## src/hdl/udr_consts.svh

```systemverilog
// Constants of the UART DMA ready block: write decode, FIFO control field
// positions, reset values and occupancy figures.
// Assumes it is included by bare name from the package and design files.
`ifndef UDR_CONSTS_SVH
`define UDR_CONSTS_SVH

// Host write port widths
`define UDR_ADDR_W          3
`define UDR_DATA_W          8

// Occupancy counts cover 0 .. 64 characters
`define UDR_CNT_W           7
`define UDR_CNT_EMPTY       7'h00
`define UDR_FIFO_DEPTH      7'h40

// FIFO control register location and fields
`define UDR_FIFO_CTRL_ADDR  3'h2
`define UDR_FIFO_EN_BIT     0
`define UDR_DMA_SEL_BIT     3

// Reset values
`define UDR_FIFO_EN_RST     1'b0
`define UDR_DMA_SEL_RST     1'b0
`define UDR_REQ_IDLE        1'b1
`define UDR_LINE_MARK       1'b1

`endif

```

## src/hdl/udr_pkg.sv

```systemverilog
// Types of the UART DMA ready block.
// Assumes udr_consts.svh sits on the include path.
`include "udr_consts.svh"

package udr_pkg;

  // Receive request sequencing for multi-transfer signalling
  typedef enum logic [1:0] {
    UDR_RX_IDLE  = 2'b00,
    UDR_RX_BURST = 2'b01
  } udr_rx_state_t;

  // Effective DMA signalling mode
  typedef enum logic {
    UDR_MODE_SINGLE = 1'b0,
    UDR_MODE_MULTI  = 1'b1
  } udr_dma_mode_t;

endpackage

```

## src/hdl/udr_dma_ready.sv

```systemverilog
// UART DMA ready signalling: FIFO control bits, receive and transmit DMA
// request outputs, and the serial output held at mark during reset.
// Assumes FIFO occupancy, trigger and time-out come from the UART core,
// all synchronous to i_mclk.
`timescale 1ns/1ps

`include "udr_consts.svh"

module udr_dma_ready
  import udr_pkg::*;
(
  input  wire logic                    i_mclk,
  input  wire logic                    i_srst,
  input  wire logic                    i_chip_sel,
  input  wire logic                    i_wr_strobe,
  input  wire logic                    i_wr_strobe_n,
  input  wire logic [`UDR_ADDR_W-1:0]  i_addr,
  input  wire logic [`UDR_DATA_W-1:0]  i_wdata,
  input  wire logic [`UDR_CNT_W-1:0]   i_rx_count,
  input  wire logic                    i_rx_trigger_hit,
  input  wire logic                    i_rx_timeout,
  input  wire logic [`UDR_CNT_W-1:0]   i_tx_count,
  input  wire logic                    i_tx_serial,
  output logic                         o_receive_dma_request_n,
  output logic                         o_transmit_dma_request_n,
  output logic                         o_serial_out,
  output logic                         o_fifo_enable_bit,
  output logic                         o_dma_mode_select
);

  ////////////////////////////////////////////////////////////////////////////
  // Helpers

  function automatic logic cnt_empty(input logic [`UDR_CNT_W-1:0] cnt);
    cnt_empty = (cnt == `UDR_CNT_EMPTY);
  endfunction

  function automatic logic cnt_has_room(input logic [`UDR_CNT_W-1:0] cnt);
    cnt_has_room = (cnt < `UDR_FIFO_DEPTH);
  endfunction

  ////////////////////////////////////////////////////////////////////////////
  // Host write decode

  wire           wr_pulse;
  wire           fcr_wr;
  logic          fifo_en_q;
  logic          fifo_en_d;
  logic          dma_sel_q;
  logic          dma_sel_d;

  udr_write_strobe u_write_strobe (
    .i_mclk        (i_mclk),
    .i_srst        (i_srst),
    .i_chip_sel    (i_chip_sel),
    .i_wr_strobe   (i_wr_strobe),
    .i_wr_strobe_n (i_wr_strobe_n),
    .o_wr_pulse    (wr_pulse)
  );

  // Only the FIFO control location is held here; other writes are ignored
  assign fcr_wr    = wr_pulse & (i_addr == `UDR_FIFO_CTRL_ADDR);
  assign fifo_en_d = fcr_wr ? i_wdata[`UDR_FIFO_EN_BIT] : fifo_en_q;
  assign dma_sel_d = fcr_wr ? i_wdata[`UDR_DMA_SEL_BIT] : dma_sel_q;

  always_ff @(posedge i_mclk) begin
    if (i_srst) begin
      fifo_en_q <= `UDR_FIFO_EN_RST;
      dma_sel_q <= `UDR_DMA_SEL_RST;
    end else begin
      fifo_en_q <= fifo_en_d;
      dma_sel_q <= dma_sel_d;
    end
  end

  assign o_fifo_enable_bit = fifo_en_q;
  assign o_dma_mode_select = dma_sel_q;

  ////////////////////////////////////////////////////////////////////////////
  // Effective mode

  udr_dma_mode_t mode;

  // Select bit is kept but ignored while the FIFOs are off
  assign mode = (fifo_en_q & dma_sel_q) ? UDR_MODE_MULTI : UDR_MODE_SINGLE;

  ////////////////////////////////////////////////////////////////////////////
  // Receive request

  wire           rx_empty;
  wire           rx_start;
  udr_rx_state_t rx_state_q;
  udr_rx_state_t rx_state_d;
  logic          rx_req_n_q;
  logic          rx_req_n_d;

  assign rx_empty = cnt_empty(i_rx_count);
  // A time-out with nothing left to move would raise a request nobody can serve
  assign rx_start = (i_rx_trigger_hit | i_rx_timeout) & ~rx_empty;

  always_comb begin
    rx_state_d = rx_state_q;
    if (mode != UDR_MODE_MULTI) begin
      rx_state_d = UDR_RX_IDLE;
    end else begin
      case (rx_state_q)
        UDR_RX_IDLE: begin
          if (rx_start) begin
            rx_state_d = UDR_RX_BURST;
          end
        end
        UDR_RX_BURST: begin
          if (rx_empty) begin
            rx_state_d = UDR_RX_IDLE;
          end
        end
        default: begin
          rx_state_d = UDR_RX_IDLE;
        end
      endcase
    end
  end

  // Mode 0 follows occupancy directly, one request per character
  assign rx_req_n_d = (mode == UDR_MODE_MULTI) ? (rx_state_d != UDR_RX_BURST) : rx_empty;

  always_ff @(posedge i_mclk) begin
    if (i_srst) begin
      rx_state_q <= UDR_RX_IDLE;
      rx_req_n_q <= `UDR_REQ_IDLE;
    end else begin
      rx_state_q <= rx_state_d;
      rx_req_n_q <= rx_req_n_d;
    end
  end

  assign o_receive_dma_request_n = rx_req_n_q;

  ////////////////////////////////////////////////////////////////////////////
  // Transmit request

  logic tx_req_n_q;
  logic tx_req_n_d;

  // Mode 0 asks only once the holding stage is empty; mode 1 until full
  assign tx_req_n_d = (mode == UDR_MODE_MULTI) ? ~cnt_has_room(i_tx_count)
                                               : ~cnt_empty(i_tx_count);

  always_ff @(posedge i_mclk) begin
    if (i_srst) begin
      tx_req_n_q <= `UDR_REQ_IDLE;
    end else begin
      tx_req_n_q <= tx_req_n_d;
    end
  end

  assign o_transmit_dma_request_n = tx_req_n_q;

  ////////////////////////////////////////////////////////////////////////////
  // Serial output

  logic serial_q;

  // Registered so the line is at mark from the first clock edge of reset, not only after it
  always_ff @(posedge i_mclk) begin
    if (i_srst) begin
      serial_q <= `UDR_LINE_MARK;
    end else begin
      serial_q <= i_tx_serial;
    end
  end

  assign o_serial_out = serial_q;
endmodule

```

## src/hdl/udr_write_strobe.sv

```systemverilog
// Write strobe combiner: merges the active-high and active-low write inputs
// under chip select into one pulse per host write.
// Assumes all inputs are synchronous to i_mclk.
`timescale 1ns/1ps

module udr_write_strobe
  import udr_pkg::*;
(
  input  wire logic i_mclk,
  input  wire logic i_srst,
  input  wire logic i_chip_sel,
  input  wire logic i_wr_strobe,
  input  wire logic i_wr_strobe_n,
  output logic      o_wr_pulse
);

  ////////////////////////////////////////////////////////////////////////////
  // Strobe decode

  wire wr_active;
  logic wr_active_q;

  // Either strobe may carry the write; the spare one idles inactive
  assign wr_active  = i_chip_sel & (i_wr_strobe | ~i_wr_strobe_n);
  // One pulse per strobe so a long host cycle writes only once
  assign o_wr_pulse = wr_active & ~wr_active_q;

  always_ff @(posedge i_mclk) begin
    if (i_srst) begin
      wr_active_q <= 1'b0;
    end else begin
      wr_active_q <= wr_active;
    end
  end
endmodule

```

## config.mk

```make
export PLATFORM = sky130hd
export DESIGN_NAME = udr_dma_ready
export DESIGN_NICKNAME = d
export VERILOG_FILES = /design/src/hdl/udr_pkg.sv /design/src/hdl/udr_dma_ready.sv /design/src/hdl/udr_write_strobe.sv
export VERILOG_INCLUDE_DIRS = /design/src /design/src/hdl
export SDC_FILE = /design/constraint.sdc
export NUM_CORES = 1
export LEC_CHECK = 0
export ABC_AREA = 1
export ABC_CLOCK_PERIOD_IN_PS = 1000
export CAP_MARGIN = 20
export CORE_AREA = 4 4 41 43
export DETAILED_ROUTE_END_ITERATION = 16
export DIE_AREA = 0 0 45 47
export DONT_BUFFER_PORTS = 1
export GPL_TIMING_DRIVEN = 0
export SETUP_SLACK_MARGIN = 0.3
export SYNTH_ARGS = -nofsm -noshare
export SYNTH_HDL_FRONTEND = slang
export SYNTH_SLANG_ARGS = --single-unit
```

## constraint.sdc

```tcl
create_clock -name i_mclk -period 1 [get_ports i_mclk]
set_input_delay 0.15 -clock i_mclk [delete_from_list [all_inputs] [get_ports i_mclk]]
set_output_delay 0.15 -clock i_mclk [all_outputs]
set_load 0.02 [all_outputs]
```

**Yosys cells after proc, flatten, opt, wreduce, memory -nomap -nowiden**

Cells that the tools add are included.

- Output and inout bits: 5
- Logic and storage cells: 33
- Flip-flop bits (word level): 8

- Eq/ne operators: 3
- $lt $le $gt $ge: 1
- Multiplexer cells: 7
- Bitwise operators: 12
- Reductions and logical operators: 3

Operators with widths:

| cell | number |
|---|---|
| $logic_not 7->1 | 2 |
| $lt 7x7->1 const B | 1 |
| $mux 2 | 3 |
| $and 1x1->1 | 5 |
| $not 1->1 | 5 |
| $pmux 2 s2 | 1 |
| $eq 3x2->1 const B | 1 |
| $mux 1 | 3 |
| $eq 2x1->1 const B | 1 |
| $logic_not 2->1 | 1 |
| $ne 2x1->1 const B | 1 |
| $or 1x1->1 | 2 |

**Depth between registers and ports, before layout**

Gate-level depths: netlist (run 1).

- Depth in word-level cells: 8
- Mapped depth: 6
- Gate-level depth less buffers: 6

**By module**

From an unflattened synthesis (run 1), not the netlist that was laid out.

- Cell total of the unflattened synthesis: 54
- Area total of the unflattened synthesis: 356.6 um^2

By module, submodules not included:

| module | area an instance (um^2) | instances | sequential area each (um^2) | cells an instance |
|---|---|---|---|---|
| udr_dma_ready | 317.8 | 1 | 140.1 | 48 |
| udr_write_strobe | 38.8 | 1 | 20.0 | 6 |

**Worst setup path before layout (run 1)**

OpenSTA, ideal clock, no wires.

- Path type: reg2reg
- Start: reg fifo_en_q (netlist: o_fifo_enable_bit)
- End: reg tx_req_n_q (netlist: o_transmit_dma_request_n)
- Library setup time: 117 ps
- Data arrival time: 716 ps
- Stages on the path, launching flop included: 4
- Period minus slack after synthesis: 833 ps
- Path slack: 167 ps
- Cell sequence: dfxtp_1 > nand2_1 > a21oi_1 > nand2_1

- Cells in the longest elaborated chain, start to end: 3

RTL lines:

| element | line | source |
|---|---|---|
| from (decl) | udr_dma_ready.sv:47 | `logic fifo_en_q;` |
| from (signal assigned) | udr_dma_ready.sv:68 | `` fifo_en_q <= `UDR_FIFO_EN_RST; `` |
| from (signal assigned) | udr_dma_ready.sv:71 | `fifo_en_q <= fifo_en_d;` |
| $and 1x1->1 | udr_dma_ready.sv:85 | `assign mode = (fifo_en_q & dma_sel_q) ? UDR_MODE_MULTI : UDR_MODE_SINGLE;` |
| $mux 1 | udr_dma_ready.sv:85 |  |
| $mux 1 | udr_dma_ready.sv:146 | `assign tx_req_n_d = (mode == UDR_MODE_MULTI) ? ~cnt_has_room(i_tx_count)` |
| to (signal assigned) | udr_dma_ready.sv:151 | `` tx_req_n_q <= `UDR_REQ_IDLE; `` |
| to (signal assigned) | udr_dma_ready.sv:153 | `tx_req_n_q <= tx_req_n_d;` |
| to (decl) | udr_dma_ready.sv:142 | `logic tx_req_n_q;` |

No other way between the ends.
A chain may end at the register's enable or synchronous reset.

**Final worst setup path (run 1)**

- Start: in i_srst
- End: reg serial_q (netlist: o_serial_out)

RTL lines:

| element | line | source |
|---|---|---|
| from (decl) | udr_dma_ready.sv:13 | `input wire logic i_srst,` |
| to (signal assigned) | udr_dma_ready.sv:167 | `` serial_q <= `UDR_LINE_MARK; `` |
| to (signal assigned) | udr_dma_ready.sv:169 | `serial_q <= i_tx_serial;` |
| to (decl) | udr_dma_ready.sv:162 | `logic serial_q;` |

No word-level cell between the ends.

==> results.py, run 1 <==
metrics = {
    "drt": {
        "drt-initial-drc-count": 1,
        "wl_per_cell_um": 10.2,
        "firstDrtPassIters": 2,
        "drc": 0,
        "via_per_inst": 4.46,
        "ant_nets": 0,
        "routed_wl_um": 795,
        "vias": 348,
    },
    "yosys": {
        "yosysUniqueCellTypes": 10,
        "synthCells": 58,
        "synth_seq_area_share_pct": 43.8,
        "ys_ff_latch": 8,
        "synth_nets": 91,
        "synth_area_per_cell_sq_um": 6.30,
        "yosysWarnings": 0,
        "synth.cell_area_sq_um": 365,
    },
    "timing": {
        "rsz0062_at_grt": "true",
        "drv_slew": 0,
        "setup_tns_ps": 0,
        "fin_skew_ps": 6.03,
        "fmax_mhz": 1170,
        "hold_violations": 1,
        "finalCriticalPeriod_ps": 857,
        "setup_viol": 0,
        "min_period_over_period_pct": 85.7,
        "whs_ps": -17.9,
    },
    "setup_path": {
        "worstPathArrival_ps": 990,
        "cp_top_family": "buffers and inverters",
        "reg2reg_from": "u_write_strobe.wr_active_q$_SDFF_PP0_",
        "cp-end-kind": "flip-flop",
        "crit_type": "in2reg",
        "path_cells": "dlygate4sd3_1 -> or2_2",
        "r2r_slack_ps": 180,
        "critPathMaxStageDelay_ps": 550,
        "reg2reg_to": "o_dma_mode_select$_SDFFE_PP0P_",
        "critPathMaxFanout": 2,
        "timing.critical_path.buf_inv": 1,
        "worst_path_max_delay_cell": "dlygate4sd3_1",
        "reg2reg_depth": 5,
        "start_kind": "input pin",
        "cp_data_required_time_ps": 1140,
        "cp_num_cells": 2,
    },
    "cts": {
        "clock-sinks": 8,
        "cts_setup_buffers": 0,
        "numCtsBuffers": 3,
        "clk_transition_reported_paths_ps": 60,
        "clock-root-buffer": "clkbuf_4",
        "cts_tree": "done",
        "cts_buffer_depth": 2,
        "insertion_delay_ps": 250,
        "cts_max_level": 1,
    },
    "floorplanning": {
        "die-height_um": 47,
        "row_count": 13,
        "design.core.area_sq_um": 1300,
        "start_util_pct": 28.1,
        "die_x_um": 45,
        "pin_count": 38,
        "die_area_sq_um": 2120,
    },
    "cells_and_area": {
        "final_cell_count_no_fill": 78,
        "n_fill_cell": 162,
        "syn_to_final_growth_pct": 23.3,
        "final_layout_size_suffix_gt1_share_pct": 23.8,
        "final_cell_mix": "nor2_1, nand2_1, inv_1, nand3_1, dfxtp_4",
        "design_area_sq_um": 450,
        "final_nets": 97,
        "num_antenna_cells": 0,
        "final_core_util_pct": 34.6,
    },
    "job": {
        "maxCapViolations": 0,
    },
    "power_and_ir_drop": {
        "p_leak_nw": 0.217,
        "ir_worst_vdd_v": 0.000564,
        "power.density_nw_per_um2": 1450,
    },
    "min_path": {
        "hold_start": "i_tx_count[6]",
        "min_path_type": "in2reg",
        "hold_depth": 2,
        "min_to": "o_transmit_dma_request_n$_SDFF_PP1_",
    },
    "global_route": {
        "grt_pass1_vias": 328,
        "antenna_found_initial": 0,
        "grt_remaining_overflow": 0,
        "gr-usage-all-layers_pct": 8.00,
        "grt_pass1_wl_um": 1160,
        "grt_max_degree": 6,
    },
    "status": {
        "outcome": "complete, but fails checks",
        "violations": "hold timing",
    },
    "placement": {
        "dp_hpwl_um": 647,
        "place_inst": 73,
        "placed_area_sq_um": 392,
        "place_congestion": 0.676,
        "port_buffers": 0,
    },
}
report_power, final:
| group | internal (mW) | switching (mW) | leakage [nW] |
|---|---|---|---|
| clock network | 0.153 | 0.116 | 0.0150 |
| registers | 0.322 | 0.0137 | 0.0681 |
| logic | 0.0224 | 0.0282 | 0.134 |
final cells by class:
class	count	area (sq um)	share of cell area [%]
flip-flops and latches	8	180	40.0
multi-input cells	39	174	38.6
repair buffers	1	10.0	2.22
well taps	15	18.8	4.17
clock buffers	4	26.3	5.83
inverters	11	41.3	9.17
sequential cells by signal (all words and copies together), names as in the netlist:
signal                      count
o_fifo_enable_bit               1
o_serial_out                    1
o_dma_mode_select               1
u_write_strobe.wr_active_q      1
rx_state_q                      2
o_transmit_dma_request_n        1
o_receive_dma_request_n         1
how the worst max path moves through the flow:
stage | from | endpoint | slack [ps]
after floorplan | u_write_strobe.wr_active_q$_SDFF_PP0_ | o_dma_mode_select$_SDFFE_PP0P_ | 270
after global placement | u_write_strobe.wr_active_q$_SDFF_PP0_ | o_dma_mode_select$_SDFFE_PP0P_ | 210
after detailed placement | u_write_strobe.wr_active_q$_SDFF_PP0_ | o_dma_mode_select$_SDFFE_PP0P_ | 180
after CTS | u_write_strobe.wr_active_q$_SDFF_PP0_ | o_dma_mode_select$_SDFFE_PP0P_ | 190
after global routing | u_write_strobe.wr_active_q$_SDFF_PP0_ | o_fifo_enable_bit$_SDFFE_PP0P_ | 100
final | i_srst | o_serial_out$_SDFF_PP1_ | 140
Yosys cell counts:
master,n,area [sq um]
or2_2,1,6.26
dfxtp_1,8,160
a21oi_1,2,10.0
conb_1,1,3.75
nand2_1,12,45.0
nand3_1,7,35.0
nor3_1,1,5.00
inv_1,11,41.3
nor2_2,1,6.26
nor2_1,14,52.6
cell families after synthesis:
kind of cell | Yosys count | share of synthesized area (%)
AOI/OAI and AO/OA | 2 | 2.74
buffers and inverters | 11 | 11.3
DFF | 8 | 43.8
other | 1 | 1.03
and+or+nand+nor | 36 | 41.1
repair_timing:
item / CTS / global route
resized for setup: 6 / 5
setup endpoints to repair: 10 / 10
pin swaps: 1 / 6
endpoints found under the hold margin: 3 / 3
stage by stage:
step           worst slack (ps)  power (mW)
2_1_floorplan               267       0.384
3_3_place_gp                209       0.390
3_5_place_dp                183       0.392
4_1_cts                     187       0.664
5_1_grt                     101       0.696
6_report                    143       0.655
layer usage:
metal	vias up	routed length, um	global-route usage (%)	part of all wire, %
met4	0	8	7.02	1.0
li1	182	-	-	-
met3	2	98	5.36	12
met5	-	0	0	0
met2	16	412	12.1	52
met1	148	275	7.32	35
No activity file was read; power rests on OpenSTA's default activity.
==> run 2: changes to the inputs <==
- BUFFER_PORTS_ARGS: unset -> -buffer_cell sky130_fd_sc_hd__buf_2
- DONT_BUFFER_PORTS: 1 -> unset
- PLACE_DENSITY: unset -> 0.65
==> run 2 against run 1 <==
Net effect:
- the run now ends clean
- count of clock-buffer cells in the layout stayed put
- utilization increased by 16 points
- via count up 28%
- die area unchanged
- clock power is essentially flat
- maximum frequency shrank 3.2%
- clock skew up 4.8 ps
- non-clock buffer count rose by 32
- sequential power about the same
- first-iteration DRC count rose to 4.0 times the previous value
- critical endpoint is now o_dma_mode_select
==> results.py, run 2 (synthesized netlist as in run 1, its figures left out) <==
metrics = {
    "cells_and_area": {
        "num_antenna_cells": 0,
        "final_common_cell": "buf_2",
        "syn_to_final_growth_pct": 80.5,
        "final_cell_mix": "buf_2, nor2_1, nand2_1, inv_1, buf_6",
        "final_nets": 129,
        "final_layout_size_suffix_gt1_share_pct": 55.8,
        "top_register": "rx_state_q",
        "largest_reg_flops": 2,
    },
    "setup_path": {
        "critPathMaxFanout": 3,
        "reg2reg_to": "o_receive_dma_request_n$_SDFF_PP1_",
        "reg2reg_from": "o_dma_mode_select$_SDFFE_PP0P_",
        "cp_top_family": "flip-flops",
        "start_kind": "flip-flop",
        "cp-end-kind": "primary output",
        "critPathMaxStageDelay_ps": 350,
        "timing.critical_path.buf_inv": 1,
        "crit_type": "reg2out",
        "worst_path_max_delay_cell": "dfxtp_4",
        "cp_data_required_time_ps": 850,
        "reg2reg_depth": 5,
        "r2r_slack_ps": 150,
        "path_cells": "buf_6",
        "worstPathArrival_ps": 740,
    },
    "drt": {
        "drc": 0,
        "firstDrtPassIters": 2,
        "drt-initial-drc-count": 4,
        "vias": 446,
        "routed_wl_um": 926,
        "wl_per_cell_um": 8.42,
        "via_per_inst": 4.05,
        "ant_nets": 0,
    },
    "power_and_ir_drop": {
        "p_comb_share_pct": 17.8,
        "p_clk_share_pct": 36.6,
        "ir_worst_vdd_v": 0.000795,
        "switching_share_pct": 24.7,
        "p_int_mw": 0.551,
        "p_leak_nw": 0.356,
        "seqPwrFrac_pct": 45.6,
        "power.switching_mw": 0.180,
        "power.density_nw_per_um2": 1110,
    },
    "cts": {
        "cts_buffer_depth": 2,
        "numCtsBuffers": 3,
        "clock-sinks": 8,
        "clock-root-buffer": "clkbuf_4",
        "clk_transition_reported_paths_ps": 60,
        "insertion_delay_ps": 260,
        "cts_max_level": 1,
        "cts_tree": "done",
        "cts_hold_buf": 0,
    },
    "global_route": {
        "grt_max_degree": 6,
        "grt_pass1_vias": 418,
        "grt_pass1_wl_um": 1400,
        "gr-usage-all-layers_pct": 9.20,
        "grt_remaining_overflow": 0,
        "antenna_found_initial": 0,
    },
    "timing": {
        "setup_viol": 0,
        "fin_skew_ps": 10.8,
        "finalCriticalPeriod_ps": 885,
        "drv_slew": 0,
        "fmax_mhz": 1130,
        "min_period_over_period_pct": 88.5,
        "rsz0062_at_grt": "true",
        "setup_tns_ps": 0,
        "finalWorstSetupSlack_ps": 115,
        "hold_violations": 0,
    },
    "placement": {
        "place_congestion": 0.682,
        "port_buffers": 31,
        "dp_hpwl_um": 759,
        "pre_cts_slack_ps": 192,
    },
    "min_path": {
        "hold_depth": 2,
        "min_path_type": "in2reg",
        "hold_start": "i_srst",
        "min_to": "u_write_strobe.wr_active_q$_SDFF_PP0_",
    },
    "floorplanning": {
        "die-height_um": 47,
        "pin_count": 38,
        "die_area_sq_um": 2120,
        "row_count": 13,
        "start_util_pct": 28.1,
        "design.core.area_sq_um": 1300,
        "die_x_um": 45,
    },
    "job": {
        "maxCapViolations": 0,
    },
    "status": {
        "outcome": "complete, no violations",
    },
}
## run 2: changes by cell type in the layout (fill, tap and decap cells not counted), moves of 2 or more
cell     previous run  this run
dfxtp_2             1         4
nand3_1             6         4
nand2_2             0         2
nand2_1            12        10
buf_2               0        26
nor2_2              3         1
dfxtp_4             5         2
buf_6               0         6
nand3_2             1         3
## run 2: what timing repair did
action | 4_1_cts | 5_1_grt
pin swaps | 3 | 5
buffers inserted | 1 | 1
setup endpoints to repair | 10 | 10
resized for setup | 15 | 10
endpoints found under the hold margin | 0 | 0
## run 2: layout make-up
| class | count | area (sq um) |
|---|---|---|
| Timing Repair Buffer | 33 | 205 |
| Fill cell | 139 | 642 |
| Sequential cell | 8 | 173 |
| Multi-Input combinational cell | 39 | 195 |
| Tap cell | 15 | 18.8 |
| Clock buffer | 4 | 26.3 |
| Inverter | 11 | 41.3 |
## run 2: power by group through the flow
stage,Combinational (mW),Sequential (mW),Clock (mW)
after floorplan,0.0387,0.345,0
after global placement,0.106,0.337,0
after detailed placement,0.110,0.337,0
after CTS,0.121,0.332,0.283
after global routing,0.145,0.334,0.305
final,0.130,0.333,0.267
## run 2: per-stage QoR
stage | util [%] | power [mW] | hold slack [ps] | instance area, sq um | cells
2_1_floorplan | - | 0.384 | 222 | 373 | 58
3_3_place_gp | 42.0 | 0.443 | 328 | 547 | 104
3_5_place_dp | 42.0 | 0.447 | 330 | 547 | 104
4_1_cts | 47.6 | 0.737 | 58.4 | 619 | 109
5_1_grt | 50.7 | 0.784 | 54.4 | 659 | 110
6_report | 50.7 | 0.731 | 65.1 | 659 | 110
## run 2: how the worst max path moves through the flow
| stage | slack (ps) | endpoint | depth (start not counted) | start |
|---|---|---|---|---|
| final | 110 | o_dma_mode_select | 1 | o_dma_mode_select$_SDFFE_PP0P_ |
| after CTS | 100 | o_dma_mode_select | 1 | o_dma_mode_select$_SDFFE_PP0P_ |
| after global placement | 210 | o_fifo_enable_bit$_SDFFE_PP0P_ | 6 | u_write_strobe.wr_active_q$_SDFF_PP0_ |
| after floorplan | 270 | o_dma_mode_select$_SDFFE_PP0P_ | 6 | u_write_strobe.wr_active_q$_SDFF_PP0_ |
| after global routing | 80 | o_dma_mode_select | 1 | o_dma_mode_select$_SDFFE_PP0P_ |
| after detailed placement | 190 | o_fifo_enable_bit$_SDFFE_PP0P_ | 5 | u_write_strobe.wr_active_q$_SDFF_PP0_ |
## run 2: layer usage
metal,GRT usage [%],share of wire [%],up-vias
li1,-,-,245
met1,9.20,37,177
met2,16.4,47,24
met3,5.75,15,0
met4,1.75,0,0
met5,0,0,-
==> run 3: changes to the inputs <==
- HOLD_SLACK_MARGIN: unset -> 0.1
- SETUP_SLACK_MARGIN: 0.3 -> 0.2
==> run 3 against run 2 <==
Net effect:
- total power shrank 4.5%
- critical endpoint unchanged
- sequential power up 2%
- wire length is 1.1% lower
- clock power shrank 11%
==> results.py, run 3 (synthesized netlist as in run 1, its figures left out) <==
metrics = {
    "cts": {
        "numCtsBuffers": 3,
        "cts_buffer_depth": 2,
        "cts_max_level": 1,
        "clock-sinks": 8,
        "insertion_delay_ps": 250,
        "cts_hold_buf": 1,
        "clock-root-buffer": "clkbuf_4",
        "cts_tree": "done",
        "clk_transition_reported_paths_ps": 50,
    },
    "setup_path": {
        "cp_data_required_time_ps": 850,
        "critPathMaxFanout": 3,
        "start_kind": "flip-flop",
        "reg2reg_from": "u_write_strobe.wr_active_q$_SDFF_PP0_",
        "cp-end-kind": "primary output",
        "path_cells": "buf_6",
        "worstPathArrival_ps": 710,
        "cp_top_family": "flip-flops",
        "timing.critical_path.buf_inv": 1,
        "crit_type": "reg2out",
        "r2r_slack_ps": 200,
        "worst_path_max_delay_cell": "dfxtp_2",
        "critPathMaxStageDelay_ps": 340,
        "crit_start": "o_dma_mode_select$_SDFFE_PP0P_",
    },
    "floorplanning": {
        "design.core.area_sq_um": 1300,
        "row_count": 13,
        "die_area_sq_um": 2120,
        "die-height_um": 47,
        "start_util_pct": 28.1,
        "pin_count": 38,
        "die_x_um": 45,
    },
    "cells_and_area": {
        "num_antenna_cells": 0,
        "final_layout_size_suffix_gt1_share_pct": 49.5,
        "n_fill_cell": 152,
        "multi_input_comb_area_sq_um": 173,
        "register_area_sq_um": 168,
        "largest_reg_flops": 2,
        "top_register": "rx_state_q",
        "syn_to_final_growth_pct": 69.5,
        "final_common_cell": "buf_2",
        "final_cell_mix": "buf_2, nor2_1, nand2_1, inv_1, nand3_1",
        "final_cell_count_no_fill": 108,
        "final_nets": 128,
    },
    "drt": {
        "drc": 0,
        "drt-initial-drc-count": 0,
        "routed_wl_um": 916,
        "firstDrtPassIters": 1,
        "wl_per_cell_um": 8.48,
        "ant_nets": 0,
        "via_per_inst": 4.16,
        "vias": 449,
    },
    "placement": {
        "dp_hpwl_um": 773,
        "port_buffers": 31,
        "place_congestion": 0.666,
        "place_inst": 104,
    },
    "timing": {
        "whs_ps": 83.0,
        "rsz0062_at_grt": "true",
        "setup_tns_ps": 0,
        "min_period_over_period_pct": 85.7,
        "fmax_mhz": 1170,
        "setup_viol": 0,
        "fin_skew_ps": 3.16,
        "hold_violations": 0,
        "finalCriticalPeriod_ps": 857,
        "drv_slew": 0,
    },
    "global_route": {
        "grt_remaining_overflow": 0,
        "grt_pass1_wl_um": 1410,
        "grt_pass1_vias": 417,
        "antenna_found_initial": 0,
        "grt_max_degree": 6,
        "gr-usage-all-layers_pct": 9.34,
    },
    "job": {
        "maxCapViolations": 0,
    },
    "power_and_ir_drop": {
        "power.density_nw_per_um2": 1130,
        "ir_worst_vdd_v": 0.000504,
        "p_leak_nw": 0.345,
    },
    "min_path": {
        "hold_start": "i_tx_serial",
        "min_path_type": "in2reg",
    },
    "status": {
        "outcome": "complete, no violations",
    },
}
## run 3: cell types whose count changed in the layout (fill, tap and decap cells not counted), moves of 2 or more
| cell | previous run | this run |
|---|---|---|
| dfxtp_4 | 2 | 0 |
| nand3_1 | 4 | 7 |
| nand3_2 | 3 | 0 |
| dfxtp_2 | 4 | 6 |
| nand2_2 | 2 | 0 |
| nand2_1 | 10 | 12 |
| nor2_2 | 1 | 3 |
## run 3: final timing paths
| check | endpoint | cells past startpoint |
|---|---|---|
| worst max-delay path | o_dma_mode_select | 1 |
| worst min-delay path | o_serial_out$_SDFF_PP1_ | 2 |
| worst max register to register | o_dma_mode_select$_SDFFE_PP0P_ | 5 |
| worst min register to register | o_dma_mode_select$_SDFFE_PP0P_ | 2 |
## run 3: layer usage
metal | GRT usage [%] | vias to the layer above | wire length (um)
li1 | - | 242 | -
met3 | 2.68 | 0 | 126
met2 | 17.8 | 22 | 470
met5 | 0 | - | 0
met1 | 8.24 | 185 | 318
met4 | 7.02 | 0 | 0
## run 3: timing repair
item                                    CTS  global route
pin swaps                                 1             6
resized for setup                        15             3
setup buffers                             0             0
hold endpoints to repair                  3             1
endpoints found under the setup margin    7             9
## run 3: cell type report
cell class	count	share of cell area (%)
Tap cell	15	3.03
Inverter	11	6.67
Sequential cell	8	27.1
Timing Repair Buffer	32	31.7
Multi-Input combinational cell	39	27.9
Clock buffer	3	3.64
## run 3: where the power goes
group | switching (mW) | internal, mW
Combinational | 0.0539 | 0.0683
Clock | 0.101 | 0.137
Sequential | 0.00577 | 0.332
Total | 0.161 | 0.537
## run 3: stage by stage
stage               power [mW]  utilization (%)  area, sq um  setup slack (ps)
detailed placement       0.451             41.6          542               201
floorplan                0.388                -          368               252
CTS                      0.716             47.1          613               126
global placement         0.448             41.6          542               212
global route             0.743             47.6          619               103
finish                   0.698             47.6          619               143
